===== src/rtl/bcr_pkg.sv =====
// constants and types for the board control register bank
package bcr_pkg;
    // ------------------------------------------------------------
    // register offsets
    // ------------------------------------------------------------
    localparam logic [4:0] BCR_BOARD = 5'h00;
    localparam logic [4:0] BCR_DEVCTL = 5'h01;
    localparam logic [4:0] BCR_CFG = 5'h02;
    localparam logic [4:0] BCR_FWID = 5'h03;
    localparam logic [4:0] BCR_MODE = 5'h04;
    localparam logic [4:0] BCR_LERR_LO = 5'h05;
    localparam logic [4:0] BCR_LERR_HI = 5'h06;
    localparam logic [4:0] BCR_ACC_ADDR = 5'h07;
    localparam logic [4:0] BCR_ACC_DATA = 5'h08;
    localparam logic [4:0] BCR_TEST_A = 5'h09;
    localparam logic [4:0] BCR_TEST_B = 5'h0a;
    localparam logic [4:0] BCR_MON_SEL = 5'h0b;
    localparam logic [4:0] BCR_MON_LO = 5'h0c;
    localparam logic [4:0] BCR_MON_HI = 5'h0d;
    localparam logic [4:0] BCR_MONH_LO = 5'h0e;
    localparam logic [4:0] BCR_MONH_HI = 5'h0f;
    localparam logic [4:0] BCR_BOARD_B = 5'h10;
    localparam logic [4:0] BCR_DATE_DAY = 5'h1c;
    localparam logic [4:0] BCR_DATE_MON = 5'h1d;
    localparam logic [4:0] BCR_DATE_YR = 5'h1e;
    localparam logic [4:0] BCR_SERIAL = 5'h1f;
    // plain read/write storage locations, with their writable bits
    localparam int BCR_NPLAIN = 10;
    localparam logic [4:0] BCR_PLAIN_OFS [BCR_NPLAIN] = '{
        5'h09, 5'h0a, 5'h0b, 5'h11, 5'h16, 5'h17, 5'h18, 5'h19, 5'h1a, 5'h1b};
    localparam logic [7:0] BCR_PLAIN_MASK [BCR_NPLAIN] = '{
        8'h3f, 8'h3f, 8'hff, 8'hff, 8'hff, 8'hff, 8'hff, 8'hff, 8'hff, 8'hff};
    // ------------------------------------------------------------
    // field positions and reset values
    // ------------------------------------------------------------
    localparam int BCR_BRD_TYPE_LSB = 4;
    localparam int BCR_BRD_HIST = 3;
    localparam int BCR_BRD_ERR = 2;
    localparam int BCR_BRD_RESET = 1;
    localparam int BCR_BRD_READY = 0;
    localparam int BCR_DEV_DONE = 7;
    localparam int BCR_DEV_ERASE = 6;
    localparam int BCR_DEV_INIT = 5;
    localparam int BCR_DEV_REGF = 4;
    localparam int BCR_MODE_PLL = 4;
    localparam int BCR_MODE_ERASE_EN = 3;
    localparam int BCR_MODE_ACC_EN = 2;
    localparam int BCR_MODE_LED = 1;
    localparam int BCR_MODE_LATCH = 0;
    localparam int BCR_B_CLR_HIST = 0;
    localparam logic [7:0] BCR_MODE_RST = 8'h12;
    localparam logic [3:0] BCR_DEV_ZERO = 4'h0;
    // broadcast codes in address bits 7..5
    localparam logic [2:0] BCR_BC_NONE = 3'h0;
    localparam logic [2:0] BCR_BC_SUBSYS = 3'h1;
    localparam logic [2:0] BCR_BC_POS = 3'h2;
    localparam logic [2:0] BCR_BC_ALL = 3'h4;
    // ------------------------------------------------------------
    // types
    // ------------------------------------------------------------
    typedef enum logic {BCR_BUS_IDLE, BCR_BUS_ACK} bcr_bus_e;
    typedef struct packed {
        logic rd;
        logic [4:0] addr;
    } bcr_req_s;
endpackage : bcr_pkg


===== src/rtl/bcr_board_ctrl.sv =====
// board control register bank behind the backplane address/data bus
`timescale 1ns/1ns
module bcr_board_ctrl
    import bcr_pkg::*;
#(
    parameter logic [3:0] BOARD_TYPE = 4'h5,   // arbitrary value
    parameter logic [7:0] DATE_DAY = 8'h01,
    parameter logic [7:0] DATE_MONTH = 8'h01,
    parameter logic [7:0] DATE_YEAR = 8'h00,
    parameter logic [7:0] SERIAL = 8'h00       // arbitrary value
) (
    input wire logic core_clk_i,
    input wire logic rst_n_i,
    input wire logic ce_i,
    input wire logic [4:0] slot_id_i,
    input wire logic address_valid_i,
    input wire logic write_i,
    input wire logic [15:0] addr_i,
    input wire logic [7:0] data_i,
    output logic [7:0] data_o,
    output logic data_oe_n_o,
    output logic transfer_acknowledge_n_o,
    output logic transfer_acknowledge_n_oe_n_o,
    input wire logic clk_err_i,
    input wire logic [15:0] dev_done_i,
    input wire logic [15:0] link_err_i,
    input wire logic [15:0] mon_status_i,
    input wire logic [15:0] mon_hist_i,
    input wire logic [7:0] acc_rdata_i,
    output logic board_reset_o,
    output logic erase_o,
    output logic [3:0] dev_sel_o,
    output logic [7:0] cfg_byte_o,
    output logic cfg_strobe_o,
    output logic [7:0] acc_addr_o,
    output logic acc_addr_wr_o,
    output logic [7:0] acc_data_o,
    output logic acc_data_wr_o,
    output logic tx_pll_en_o,
    output logic led_show_o,
    output logic [5:0] test_en_a_o,
    output logic [5:0] test_en_b_o,
    output logic [7:0] mon_sel_o
);
    // ------------------------------------------------------------
    // address decode
    // ------------------------------------------------------------
    logic hit;
    logic take;
    logic wr;
    logic [4:0] ra;
    logic ready;
    logic erase_ok;
    logic access_ok;
    bcr_bus_e state_reg;
    bcr_req_s req_reg;
    logic [7:0] mode_reg;
    logic [3:0] dev_sel_reg;
    logic erase_reg;
    logic hist_reg;
    logic [7:1] board_b_reg;
    logic [15:0] lerr_reg;
    logic [15:0] lerr_view;
    logic [7:0] fw_id_reg [16];
    logic [7:0] plain_reg [BCR_NPLAIN];
    logic [7:0] rdata;

    always_comb begin
        unique case (addr_i[7:5])
            BCR_BC_NONE: hit = addr_i[12:8] == slot_id_i;
            BCR_BC_SUBSYS: hit = write_i && addr_i[12:10] == slot_id_i[4:2];
            BCR_BC_POS: hit = write_i && addr_i[9:8] == slot_id_i[1:0];
            BCR_BC_ALL: hit = write_i;
            default: hit = 1'b0;
        endcase
    end

    assign ra = addr_i[4:0];
    assign take = ce_i && address_valid_i && hit;
    assign wr = take && write_i;
    assign ready = &dev_done_i;
    assign erase_ok = !ready || mode_reg[BCR_MODE_ERASE_EN];
    assign access_ok = ready && mode_reg[BCR_MODE_ACC_EN];

    function automatic logic wr_at(input logic [4:0] a);
        wr_at = wr && ra == a;
    endfunction : wr_at

    // ------------------------------------------------------------
    // bus answer
    // ------------------------------------------------------------
    always_ff @(posedge core_clk_i or negedge rst_n_i) begin
        if (!rst_n_i) begin
            state_reg <= BCR_BUS_IDLE;
            req_reg <= '0;
            data_o <= 8'h00;
        end else if (ce_i) begin
            state_reg <= take ? BCR_BUS_ACK : BCR_BUS_IDLE;
            if (take) begin
                req_reg <= '{rd: !write_i, addr: ra};
                data_o <= rdata;
            end
        end
    end

    // the acknowledge is open drain: only ever pulled low
    assign transfer_acknowledge_n_o = 1'b0;
    assign transfer_acknowledge_n_oe_n_o = state_reg != BCR_BUS_ACK;
    assign data_oe_n_o = !(state_reg == BCR_BUS_ACK && req_reg.rd);

    // ------------------------------------------------------------
    // board status and control
    // ------------------------------------------------------------
    always_ff @(posedge core_clk_i or negedge rst_n_i) begin
        if (!rst_n_i) begin
            board_reset_o <= 1'b0;
            board_b_reg <= '0;
        end else if (ce_i) begin
            if (wr_at(BCR_BOARD)) begin
                board_reset_o <= data_i[BCR_BRD_RESET];
            end
            if (wr_at(BCR_BOARD_B)) begin
                board_b_reg <= data_i[7:1];
            end
        end
    end

    // only the power-on reset and the clear bit of BCR_BOARD_B clear this flag, never the board reset bit
    always_ff @(posedge core_clk_i or negedge rst_n_i) begin
        if (!rst_n_i) begin
            hist_reg <= 1'b0;
        end else if (ce_i) begin
            if (clk_err_i) begin
                hist_reg <= 1'b1;
            end else if (wr_at(BCR_BOARD_B) && data_i[BCR_B_CLR_HIST]) begin
                hist_reg <= 1'b0;
            end
        end
    end

    // ------------------------------------------------------------
    // operation_mode_enables
    // ------------------------------------------------------------
    always_ff @(posedge core_clk_i or negedge rst_n_i) begin
        if (!rst_n_i) begin
            mode_reg <= BCR_MODE_RST;
        end else if (ce_i && wr_at(BCR_MODE)) begin
            mode_reg <= {3'h0, data_i[4:0]};
        end
    end

    assign tx_pll_en_o = mode_reg[BCR_MODE_PLL];

    // ------------------------------------------------------------
    // device select, erase and configuration
    // ------------------------------------------------------------
    always_ff @(posedge core_clk_i or negedge rst_n_i) begin
        if (!rst_n_i) begin
            dev_sel_reg <= BCR_DEV_ZERO;
            erase_reg <= 1'b0;
        end else if (ce_i && wr_at(BCR_DEVCTL)) begin
            dev_sel_reg <= data_i[3:0];
            if (erase_ok) begin
                erase_reg <= data_i[BCR_DEV_ERASE];
            end
        end
    end

    // erase holds while the bit is one and device 0 is selected; clearing it releases the devices
    assign erase_o = erase_reg && dev_sel_reg == BCR_DEV_ZERO;
    assign dev_sel_o = dev_sel_reg;

    always_ff @(posedge core_clk_i or negedge rst_n_i) begin
        if (!rst_n_i) begin
            cfg_byte_o <= 8'h00;
            cfg_strobe_o <= 1'b0;
        end else if (ce_i) begin
            cfg_strobe_o <= wr_at(BCR_CFG) && erase_ok;
            if (wr_at(BCR_CFG) && erase_ok) begin
                cfg_byte_o <= data_i;
            end
        end
    end

    // ------------------------------------------------------------
    // per-device firmware tags
    // ------------------------------------------------------------
    generate
        for (genvar g = 0; g < 16; g++) begin : g_fwid
            always_ff @(posedge core_clk_i or negedge rst_n_i) begin
                if (!rst_n_i) begin
                    fw_id_reg[g] <= 8'h00;
                end else if (ce_i) begin
                    if (erase_o) begin
                        fw_id_reg[g] <= 8'h00;
                    end else if (wr_at(BCR_FWID) && dev_sel_reg == 4'(g)
                                 && !dev_done_i[g]) begin
                        fw_id_reg[g] <= data_i;
                    end
                end
            end
        end
    endgenerate

    // ------------------------------------------------------------
    // device access pointer and data
    // ------------------------------------------------------------
    always_ff @(posedge core_clk_i or negedge rst_n_i) begin
        if (!rst_n_i) begin
            acc_addr_o <= 8'h00;
            acc_data_o <= 8'h00;
            acc_addr_wr_o <= 1'b0;
            acc_data_wr_o <= 1'b0;
        end else if (ce_i) begin
            acc_addr_wr_o <= wr_at(BCR_ACC_ADDR) && access_ok;
            acc_data_wr_o <= wr_at(BCR_ACC_DATA) && access_ok;
            if (wr_at(BCR_ACC_ADDR) && access_ok) begin
                acc_addr_o <= data_i;
            end
            if (wr_at(BCR_ACC_DATA) && access_ok) begin
                acc_data_o <= data_i;
            end
        end
    end

    // ------------------------------------------------------------
    // input link errors
    // ------------------------------------------------------------
    // a latched error clears when its register is read; a new error wins
    generate
        for (genvar g = 0; g < 16; g++) begin : g_lerr
            always_ff @(posedge core_clk_i or negedge rst_n_i) begin
                if (!rst_n_i) begin
                    lerr_reg[g] <= 1'b0;
                end else if (ce_i) begin
                    if (!mode_reg[BCR_MODE_LATCH]) begin
                        lerr_reg[g] <= 1'b0;
                    end else if (link_err_i[g]) begin
                        lerr_reg[g] <= 1'b1;
                    end else if (take && !write_i
                                 && ra == (g < 8 ? BCR_LERR_LO : BCR_LERR_HI)) begin
                        lerr_reg[g] <= 1'b0;
                    end
                end
            end
        end
    endgenerate

    assign lerr_view = mode_reg[BCR_MODE_LATCH] ? lerr_reg : link_err_i;

    // ------------------------------------------------------------
    // plain storage and monitor selection
    // ------------------------------------------------------------
    generate
        for (genvar g = 0; g < BCR_NPLAIN; g++) begin : g_plain
            always_ff @(posedge core_clk_i or negedge rst_n_i) begin
                if (!rst_n_i) begin
                    plain_reg[g] <= 8'h00;
                end else if (ce_i && wr_at(BCR_PLAIN_OFS[g])) begin
                    plain_reg[g] <= data_i & BCR_PLAIN_MASK[g];
                end
            end
        end
    endgenerate

    assign test_en_a_o = plain_reg[0][5:0];
    assign test_en_b_o = plain_reg[1][5:0];
    assign mon_sel_o = plain_reg[2];

    always_ff @(posedge core_clk_i or negedge rst_n_i) begin
        if (!rst_n_i) begin
            led_show_o <= 1'b0;
        end else if (ce_i) begin
            led_show_o <= mode_reg[BCR_MODE_LED] && wr_at(BCR_MON_SEL)
                          && data_i != plain_reg[2];
        end
    end

    // ------------------------------------------------------------
    // read data
    // ------------------------------------------------------------
    // unimplemented locations read zero rather than floating
    always_comb begin
        rdata = 8'h00;
        unique case (ra)
            BCR_BOARD: rdata = {BOARD_TYPE, hist_reg, clk_err_i,
                                board_reset_o, ready};
            BCR_DEVCTL: rdata = {dev_done_i[dev_sel_reg], erase_reg,
                                 1'b1, 1'b0, dev_sel_reg};
            BCR_CFG: rdata = cfg_byte_o;
            BCR_FWID: rdata = fw_id_reg[dev_sel_reg];
            BCR_MODE: rdata = mode_reg;
            BCR_LERR_LO: rdata = lerr_view[7:0];
            BCR_LERR_HI: rdata = lerr_view[15:8];
            BCR_ACC_ADDR: rdata = acc_addr_o;
            BCR_ACC_DATA: rdata = access_ok ? acc_rdata_i : 8'h00;
            BCR_MON_LO: rdata = mon_status_i[7:0];
            BCR_MON_HI: rdata = mon_status_i[15:8];
            BCR_MONH_LO: rdata = mon_hist_i[7:0];
            BCR_MONH_HI: rdata = mon_hist_i[15:8];
            BCR_BOARD_B: rdata = {board_b_reg, 1'b0};
            BCR_DATE_DAY: rdata = DATE_DAY;
            BCR_DATE_MON: rdata = DATE_MONTH;
            BCR_DATE_YR: rdata = DATE_YEAR;
            BCR_SERIAL: rdata = SERIAL;
            default: begin
                for (int i = 0; i < BCR_NPLAIN; i++) begin
                    if (ra == BCR_PLAIN_OFS[i]) begin
                        rdata = plain_reg[i];
                    end
                end
            end
        endcase
    end
endmodule : bcr_board_ctrl


===== config.mk =====
export PLATFORM = sky130hd
export DESIGN_NAME = bcr_board_ctrl
export DESIGN_NICKNAME = d
export VERILOG_FILES = /design/src/rtl/bcr_pkg.sv /design/src/rtl/bcr_board_ctrl.sv
export SDC_FILE = /design/constraint.sdc
export NUM_CORES = 1
export LEC_CHECK = 0
export ABC_CLOCK_PERIOD_IN_PS = 2100
export BUFFER_PORTS_ARGS = -buffer_cell sky130_fd_sc_hd__buf_2
export CAP_MARGIN = 10
export CORE_MARGIN = 2
export CORE_UTILIZATION = 50
export CTS_CLUSTER_SIZE = 40
export DETAILED_ROUTE_END_ITERATION = 12
export GPL_ROUTABILITY_DRIVEN = 0
export PLACE_DENSITY_LB_ADDON = 0.08
export SETUP_SLACK_MARGIN = 0.05
export SYNTH_ARGS = -nofsm -noshare
export SYNTH_HDL_FRONTEND = slang
export SYNTH_SLANG_ARGS = --single-unit

===== constraint.sdc =====
create_clock -name core_clk_i -period 2.1 [get_ports core_clk_i]
set_input_delay 0.525 -clock core_clk_i [delete_from_list [all_inputs] [get_ports core_clk_i]]
set_output_delay 0.525 -clock core_clk_i [all_outputs]
set_load 0.01 [all_outputs]

* Word-level counts from Yosys, hierarchy flattened
Index checks and enable logic that the tools add are counted.
** Cells by class
- Reduce and logical (&&, ||, !) cells :: 162
- Bitwise operators :: 2
- Multiplexer cells :: 88
- $lt $le $gt $ge :: 2
- Eq/ne operators :: 65
** Operators with widths (count)
- $mux W8 :: 44
- $pmux W8 S16 :: 1
- $reduce_and A2 Y1 :: 40
- $logic_and A1 B1 Y1 :: 79
- $eq A5 B5 Y1 const B :: 12
- $ne A3 B2 Y1 const B :: 16
- $eq A5 B4 Y1 const B :: 8
- $mux W1 :: 38
- $reduce_bool A2 Y1 :: 17
- $bmux W8 S4 :: 1
- $eq A4 B4 Y1 const B :: 8
- $eq A5 B3 Y1 const B :: 4
- $logic_not A1 Y1 :: 19
- $eq A4 B3 Y1 const B :: 4
- $mux W16 :: 1
- $reduce_and A16 Y1 :: 1
- $eq A5 B2 Y1 const B :: 2
- $eq A4 B2 Y1 const B :: 2
- $ne A8 B8 Y1 :: 1
- $mux W6 :: 1
- $eq A5 B1 Y1 const B :: 1
- $eq A5 B5 Y1 :: 1
- $ge A5 B5 Y1 const B :: 1
- $logic_not A5 Y1 :: 1
- other kinds (15) :: 16
** Word-level totals
- Word-level logic and storage cells :: 377
- Flip-flop bits (word level) :: 277
- Bits of input ports :: 107

* Logic depth before layout (Yosys ltp)
Gate-level depths: netlist of the first run.
- Word-level depth :: 12
- Depth in mapped cells :: 10

* Least setup slack after synthesis of the first run
OpenSTA, ideal clock, no wires.
- Path kind :: input port to flip-flop
- From :: input port addr_i[6]
- To :: register fw_id_reg[100] (netlist name)
- Buffers on the path :: 2
- Required time :: 1979 ps
- Library setup time :: 121 ps
- Arrival :: 2536 ps
- Path slack :: -557 ps
- Stages on the path :: 8
- Path through :: or3_1 o21a_1 or4_1 buf_6 buf_12 nor4_4 o21ai_2 a22o_1
** Between the ends
- Cells in the longest elaborated chain, start to end :: 9
** Ends and longest elaborated chain
- start, declared :: RTL line bcr_board_ctrl.sv:18 : input wire logic [15:0] addr_i,
- $eq A3 B3 Y1 (tied with other cells) :: RTL line bcr_board_ctrl.sv:69 : unique case (addr_i[7:5])
- $pmux W1 S4 (*) :: RTL line bcr_board_ctrl.sv:69
- $logic_and A1 B1 Y1 (*) :: RTL line bcr_board_ctrl.sv:79 : assign take = ce_i && address_valid_i && hit;
- $logic_and A1 B1 Y1 (*) :: RTL line bcr_board_ctrl.sv:80 : assign wr = take && write_i;
- $logic_and A1 B1 Y1 (*) :: RTL line bcr_board_ctrl.sv:86 : wr_at = wr && ra == a;
- $logic_and A1 B1 Y1 (*) :: RTL line bcr_board_ctrl.sv:196 : end else if (wr_at(BCR_FWID) && dev_sel_reg == 4'(g)
- $logic_and A1 B1 Y1 (*) :: RTL line bcr_board_ctrl.sv:197 : && !dev_done_i[g]) begin
- $reduce_bool A2 Y1 (no line) (*)
- $reduce_and A2 Y1 (no line) (*)
- end signal, assigned by index :: RTL line bcr_board_ctrl.sv:198 : fw_id_reg[g] <= data_i;
- end, declared :: RTL line bcr_board_ctrl.sv:64 : logic [7:0] fw_id_reg [16];
Mark *: on every way between the ends. The rest lies on a longest branch, timed or not.
A chain may end at the register's enable or synchronous reset.

* Worst setup path after layout of the first run
- From :: register dev_sel_reg[1] (netlist: dev_sel_o[1])
- To :: register data_o[6]
** Between the ends
- Cells in the longest elaborated chain, start to end :: 5
** Ends and longest elaborated chain
- start, declared :: RTL line bcr_board_ctrl.sv:58 : logic [3:0] dev_sel_reg;
- start signal, assigned :: RTL line bcr_board_ctrl.sv:162 : dev_sel_reg <= data_i[3:0];
- $not A4 Y5 (not written as such) :: RTL line bcr_board_ctrl.sv:291 : BCR_FWID: rdata = fw_id_reg[dev_sel_reg];
- $bmux W8 S4 :: RTL line bcr_board_ctrl.sv:291
- $mux W8 (not written as such) (2 in a row) :: RTL line bcr_board_ctrl.sv:291
- $pmux W8 S16 :: RTL line bcr_board_ctrl.sv:285 : unique case (ra)
- end signal, assigned :: RTL line bcr_board_ctrl.sv:101 : data_o <= rdata;
- end, declared :: RTL line bcr_board_ctrl.sv:20 : output logic [7:0] data_o,
Every way passes these cells. The select of a mux whose other input is x is not followed.

==> flow_metrics.py, run 1 <==
metrics = {
    "timing": {
        "fin_skew_ns": 0.00527,
        "period_share_pct": 110,
        "period_minus_slack_ns": 2.31,
        "finalWorstSetupSlack_ns": -0.210,
        "grt_setup_unrepaired": "yes",
        "final.hold.worst_slack_ns": 0.182,
        "final-hold-violation-count": 0,
        "maxSlewHeadroom_pct": 49.0,
        "finalSetupViolations": 27,
        "slew_of_the_pin_with_the_lowest_slew_margin_ns": 0.765,
        "slew_viols_final": 0,
        "achievable-frequency_mhz": 433,
    },
    "flow_run": {
        "max_cap_violations": 0,
    },
    "die": {
        "die_w_um": 173,
        "core-area_um2": 27900,
        "vertical_die_dimension_um": 173,
        "design.die.area_um2": 29900,
        "initial_utilization_pct": 51.1,
        "placement_rows": 61,
        "io_pins": 173,
    },
    "finish": {
        "n_antenna_cell": 0,
        "final_layout_size_suffix_gt1_share_pct": 47.5,
        "area_added_between_synthesis_and_finish_pct": 35.6,
        "regArea_um2": 6940,
        "largest_register_ffs": 128,
        "multiInputGateArea_um2": 7360,
        "highest_count_cells_in_the_layout_ignoring_fill_and_taps": "dfrtp_1 (273), buf_4 (220), buf_2 (161)",
        "final_common_cell": "dfrtp_1",
        "nNetsFinal": 1665,
        "fillers": 2089,
        "post-route-util_pct": 69.2,
    },
    "power": {
        "peakVddDrop_mv": 0.707,
        "pwr_density_cell_nw_per_um2": 655,
        "leakagePower_uw": 0.00915,
        "report.power.total_uw": 12700,
    },
    "worst_setup_path": {
        "end_kind": "flop",
        "cp_max_fo": 7,
        "critPathRequiredTime_ns": 2.56,
        "crit_arrival_ns": 2.77,
        "startpoint_type": "flop",
        "timing.setup.critical_path_class": "flop to flop",
    },
    "grt": {
        "first_pass_grt_wire_length_mm": 77.6,
        "first_global_vias": 12800,
        "grt-ovfl-total": 0,
        "grt_start_max_net_pins": 55,
        "global_route_usage_over_all_layers_pct": 33.7,
        "antenna_violations_before_repair": 0,
    },
    "logic_synthesis": {
        "yosys_warnings": 0,
        "syn-instance-count": 1190,
        "yosys.area_share.simple_pct": 11.9,
        "synthesis.nets": 1297,
        "synthesis.area_um2": 14300,
        "compound_gate_portion_of_the_synthesized_area_pct": 18.6,
        "synth_sequential_area_ratio_pct": 48.6,
        "yosys_register_bits": 277,
        "avgSynthCellArea_um2": 12.0,
        "synth_top_family_by_area": "compound AO/OA/AOI/OAI gates",
        "number_of_distinct_library_cells_after_synthesis": 79,
        "post_synth_fa_ha_maj_area_fraction_pct": 0.0789,
        "synth_ff_type": "dfrtp_1",
        "synth_edf_count": 0,
        "synth-async-reset-ratio_pct": 100,
        "yosys-mux-area-fraction_pct": 15.9,
        "xor_xnor_cell_area_share_of_the_yosys_netlist_pct": 0.798,
    },
    "place": {
        "dpl_worst_slack_ns": -0.865,
        "place.detailed.hpwl_mm": 35.9,
        "buffer_ports.inserted": 168,
    },
    "cts": {
        "root_buffer": "clkbuf_16",
        "clkLatencyLatePin_ns": 0.58,
        "cts_sinks": 277,
        "worst_setup_hold_path_clk_slew_ns": 0.06,
        "ctsLongestPathBuffers": 3,
        "cts_inserted_buffers": 31,
        "cts_tree": "done",
        "cts-htree-levels": 1,
    },
    "status": {
        "status": "finished, violations left",
        "violated_checks": "setup timing",
    },
    "detailed_routing": {
        "routed_wirelength_normalized_by_instance_count_um": 26.0,
        "postRouteWirelength_mm": 50.9,
        "drt_drc_violations_left": 0,
        "vias_per_cell": 6.35,
        "drtPass1Iterations": 5,
        "detailedRoute.firstIterationViolations": 1452,
        "postRouteAntennaNets": 0,
        "vias": 12400,
    },
    "hold_path": {
        "min_path_type": "input port to flop",
    },
}
==> through the flow <==
| stage | TNS, ns | cell area [um2] | instances |
|---|---|---|---|
| after global routing | -4.72 | 19300 | 1961 |
| after detailed placement | -188.34 | 17300 | 1874 |
| after global placement | -184.17 | 17300 | 1874 |
| final | -2.23 | 19300 | 1961 |
| after floorplan | -107.50 | 14500 | 1190 |
| after CTS | -1.54 | 19100 | 1956 |
==> layout make-up <==
cell class | count | area share, %
Sequential cell | 277 | 35.9
Clock buffer | 42 | 4.59
Tap cell | 378 | 2.45
Timing Repair Buffer | 443 | 17.7
Clock inverter | 16 | 1.06
Inverter | 13 | 0.252
Multi-Input combinational cell | 792 | 38.0
==> worst paths after layout <==
| check | start | endpoint | slack (ns) | depth (start not counted) |
|---|---|---|---|---|
| min | link_err_i[11] | lerr_reg[11] | 0.18 | 2 |
| max reg2reg | dev_sel_o[1] | data_o[6] | -0.21 | 7 |
| max in group asynchronous | rst_n_i | mode_reg[1] | 0.97 | 3 |
| max | dev_sel_o[1] | data_o[6] | -0.21 | 7 |
| min reg2reg | data_o[0] | data_o[0] | 0.49 | 2 |
| min in group asynchronous | rst_n_i | test_en_b_o[5] | 0.45 | 2 |
==> synthesized netlist by cell type (all sizes together), types with 20 or more instances <==
cell	n	area share, %
dfrtp	275	48
o21ai	47	1.8
nor2	56	1.6
nand2	49	1.4
a21oi	20	0.73
buf	40	1.9
clkbuf	69	1.8
nand3	28	0.98
a22o	151	9.3
mux4	32	5.1
nor2b	20	0.88
mux2	122	9.6
==> logic make-up after synthesis <==
logic type | Yosys count
other | 1
XOR/XNOR | 13
AND/OR/NAND/NOR | 270
adder cells (fa/ha/maj) | 1
buffers and inverters | 122
multiplexers | 172
AO/OA/AOI/OAI | 334
flip-flops | 277
==> metal layers <==
layer  GRT usage [%]  share of wire (%)  vias to the layer above
li1                -                  -                     5361
met1            46.2                 42                     6370
met2            53.8                 47                      603
met3            6.84                7.7                      112
met4            11.4                3.4                        0
met5               0                  0                        -
==> worst max-delay path, stage by stage, from the launching register on <==
cell     delay [ns]
dfrtp_2        0.38
buf_12         0.13
buf_12         0.13
mux4_2         0.54
mux4_2         0.53
nand3_2        0.11
a31oi_2        0.10
a221o_1        0.27
==> power breakdown <==
| group | total (uW) | switching (uW) | internal, uW |
|---|---|---|---|
| registers | 5510 | 80.7 | 5430 |
| logic | 1430 | 823 | 607 |
| clock network | 5730 | 2280 | 3450 |
==> timing repair <==
item,CTS,global route
gates resized for setup,94,49
hold buffers,1,0
cloned,3,1
setup endpoints to repair,256,234
hold endpoints to repair,38,0
pin swaps,34,40
buffers inserted,20,12
Power figures use the tool's default switching activity.
==> run 2: changes to the inputs <==
- BUFFER_PORTS_ARGS: -buffer_cell sky130_fd_sc_hd__buf_2 -> -buffer_cell sky130_fd_sc_hd__clkbuf_2
==> run 2 against run 1 <==
- the run still ends with setup timing left
- cell area rose by 0.84%
- power shrank 3.7%
- global-route usage shrank 0.46 points
- clock skew is 0.0069 ns higher
- clock-buffer cell count grew 1
- first-iteration DRC count rose by 5.9%
- non-clock buffer count up 5
- clock power shrank 8.4%
- fmax decreased by 1.3%
- die area did not move
- hold slack improved by 0.0059 ns
==> flow_metrics.py, run 2 (synthesis results as in run 1) <==
metrics = {
    "detailed_routing": {
        "vias_per_cell": 6.35,
        "detailedRoute.firstIterationViolations": 1538,
        "postRouteAntennaNets": 0,
        "drt_drc_violations_left": 0,
        "routed_wirelength_normalized_by_instance_count_um": 26.1,
        "drtPass1Iterations": 6,
        "vias": 12500,
        "postRouteWirelength_mm": 51.4,
    },
    "grt": {
        "grt-ovfl-total": 0,
        "antenna_violations_before_repair": 0,
        "first_global_vias": 12300,
        "first_pass_grt_wire_length_mm": 76.2,
        "global_route_usage_over_all_layers_pct": 33.2,
        "grt_start_max_net_pins": 69,
    },
    "worst_setup_path": {
        "worst_path_most_repeated_cell": "buf_6",
        "end_kind": "output port",
        "worst_path_largest_cell_delay_ns": 0.53,
        "cell_by_cell_trace_of_the_critical_path": "buf_6 > nor2_4 > and3_4 > buf_8 > buf_6",
        "crit_arrival_ns": 1.81,
        "slowest_stage": "dfrtp_4",
        "timing.setup.critical_path_class": "flop to output port",
        "cp_max_fo": 5,
        "critPathRequiredTime_ns": 1.57,
        "r2r-start": "dev_sel_o[0]",
        "critical_path.startpoint": "dev_sel_o[0]",
        "startpoint_type": "flop",
    },
    "power": {
        "power_switching_share_pct": 25.8,
        "leakagePower_uw": 0.00913,
        "p_sw_uw": 3150,
        "peakVddDrop_mv": 1.16,
        "share_clk_of_total_power_pct": 43.0,
        "internal_power_uw": 9060,
        "power.sequential.fraction_pct": 45.2,
        "pwr_density_cell_nw_per_um2": 626,
        "combinationalPowerShare_pct": 11.8,
    },
    "cts": {
        "cts_tree": "done",
        "ctsLongestPathBuffers": 3,
        "cts_inserted_buffers": 30,
        "cts-htree-levels": 1,
        "root_buffer": "clkbuf_16",
        "cts_sinks": 277,
        "clkLatencyLatePin_ns": 0.57,
        "worst_setup_hold_path_clk_slew_ns": 0.06,
    },
    "die": {
        "die_w_um": 173,
        "design.die.area_um2": 29900,
        "placement_rows": 61,
        "vertical_die_dimension_um": 173,
        "initial_utilization_pct": 51.1,
        "io_pins": 173,
        "core-area_um2": 27900,
    },
    "timing": {
        "period_share_pct": 111,
        "grt_setup_unrepaired": "yes",
        "slew_of_the_pin_with_the_lowest_slew_margin_ns": 0.815,
        "fin_skew_ns": 0.0121,
        "final-hold-violation-count": 0,
        "finalWorstSetupSlack_ns": -0.240,
        "period_minus_slack_ns": 2.34,
        "finalSetupViolations": 168,
        "maxSlewHeadroom_pct": 45.7,
        "achievable-frequency_mhz": 427,
        "slew_viols_final": 0,
    },
    "finish": {
        "regArea_um2": 6940,
        "highest_count_cells_in_the_layout_ignoring_fill_and_taps": "dfrtp_1 (272), buf_4 (211), clkbuf_2 (161)",
        "largest_register_ffs": 128,
        "multiInputGateArea_um2": 7500,
        "final_common_cell": "dfrtp_1",
        "area_added_between_synthesis_and_finish_pct": 36.7,
        "n_antenna_cell": 0,
        "fillers": 2009,
        "final_layout_size_suffix_gt1_share_pct": 47.8,
        "nNetsFinal": 1670,
        "finalInstanceArea_um2": 19500,
        "instances_no_fill": 1965,
    },
    "place": {
        "place.detailed.hpwl_mm": 35.3,
        "buffer_ports.inserted": 168,
        "dp_cells": 1861,
        "placed_cell_area_um2": 17200,
    },
    "hold_path": {
        "min-delay-start": "clk_err_i",
        "min_path_type": "input port to flop",
    },
    "status": {
        "violated_checks": "setup timing",
        "status": "finished, violations left",
    },
    "flow_run": {
        "max_cap_violations": 0,
    },
}
run 2: timing repair:
| item | in CTS | in global routing |
|---|---|---|
| hold buffers | 1 | 0 |
| setup endpoints to repair | 260 | 267 |
| setup buffers | 30 | 17 |
| pin swaps | 32 | 42 |
| endpoints found under the hold margin | 35 | 0 |
| gates resized for setup | 99 | 87 |
| gates cloned | 1 | 5 |
run 2: worst max-delay path: cells and delay by family, from the launching register on:
kind,cells,cell delay [ns]
AND/OR/NAND/NOR,2,0.35
buffers and inverters,3,0.35
flip-flops,1,0.53
run 2: power by group through the flow:
stage | registers, uW | logic [uW] | clock network, uW
after detailed placement | 5610 | 1270 | 0
after CTS | 5510 | 1360 | 5310
after global placement | 5610 | 1260 | 0
after global routing | 5520 | 1520 | 5530
after floorplan | 5600 | 531 | 0
final | 5520 | 1440 | 5250
run 2: layout make-up:
class | instances | area share [%]
Inverter | 13 | 0.250
Clock buffer | 43 | 4.51
Tap cell | 378 | 2.43
Sequential cell | 277 | 35.6
Clock inverter | 13 | 0.545
Multi-Input combinational cell | 793 | 38.5
Timing Repair Buffer | 448 | 18.2
run 2: path summary, 6_finish.rpt:
check | endpoint | slack (ns) | cells after the start
setup / recovery | erase_o | -0.24 | 5
max in group asynchronous | fw_id_reg[103] | 0.95 | 3
min in group asynchronous | plain_reg[38] | 0.44 | 2
hold / removal | hist_reg | 0.19 | 3
hold reg to reg | data_o[2] | 0.49 | 2
setup reg to reg | data_o[4] | -0.22 | 7
run 2: routing by layer:
| layer | part of all wire [%] | GRT usage (%) |
|---|---|---|
| met5 | 0 | 0 |
| met4 | 3.8 | 11.6 |
| met3 | 7.4 | 5.96 |
| met2 | 46 | 51.9 |
| met1 | 42 | 47.0 |
run 2: stage by stage:
step / total power, uW / util, % / hold WS, ns / worst slack [ns] / setup TNS, ns
2_1_floorplan: 6130 / - / 0.229 / -0.536 / -107.50
4_1_cts: 12200 / 67.8 / 0.173 / -0.222 / -4.80
3_3_place_gp: 6870 / 61.6 / 0.438 / -0.788 / -178.71
6_report: 12200 / 69.8 / 0.188 / -0.240 / -11.33
5_1_grt: 12600 / 69.8 / 0.191 / -0.267 / -17.59
3_5_place_dp: 6890 / 61.6 / 0.443 / -0.832 / -184.92
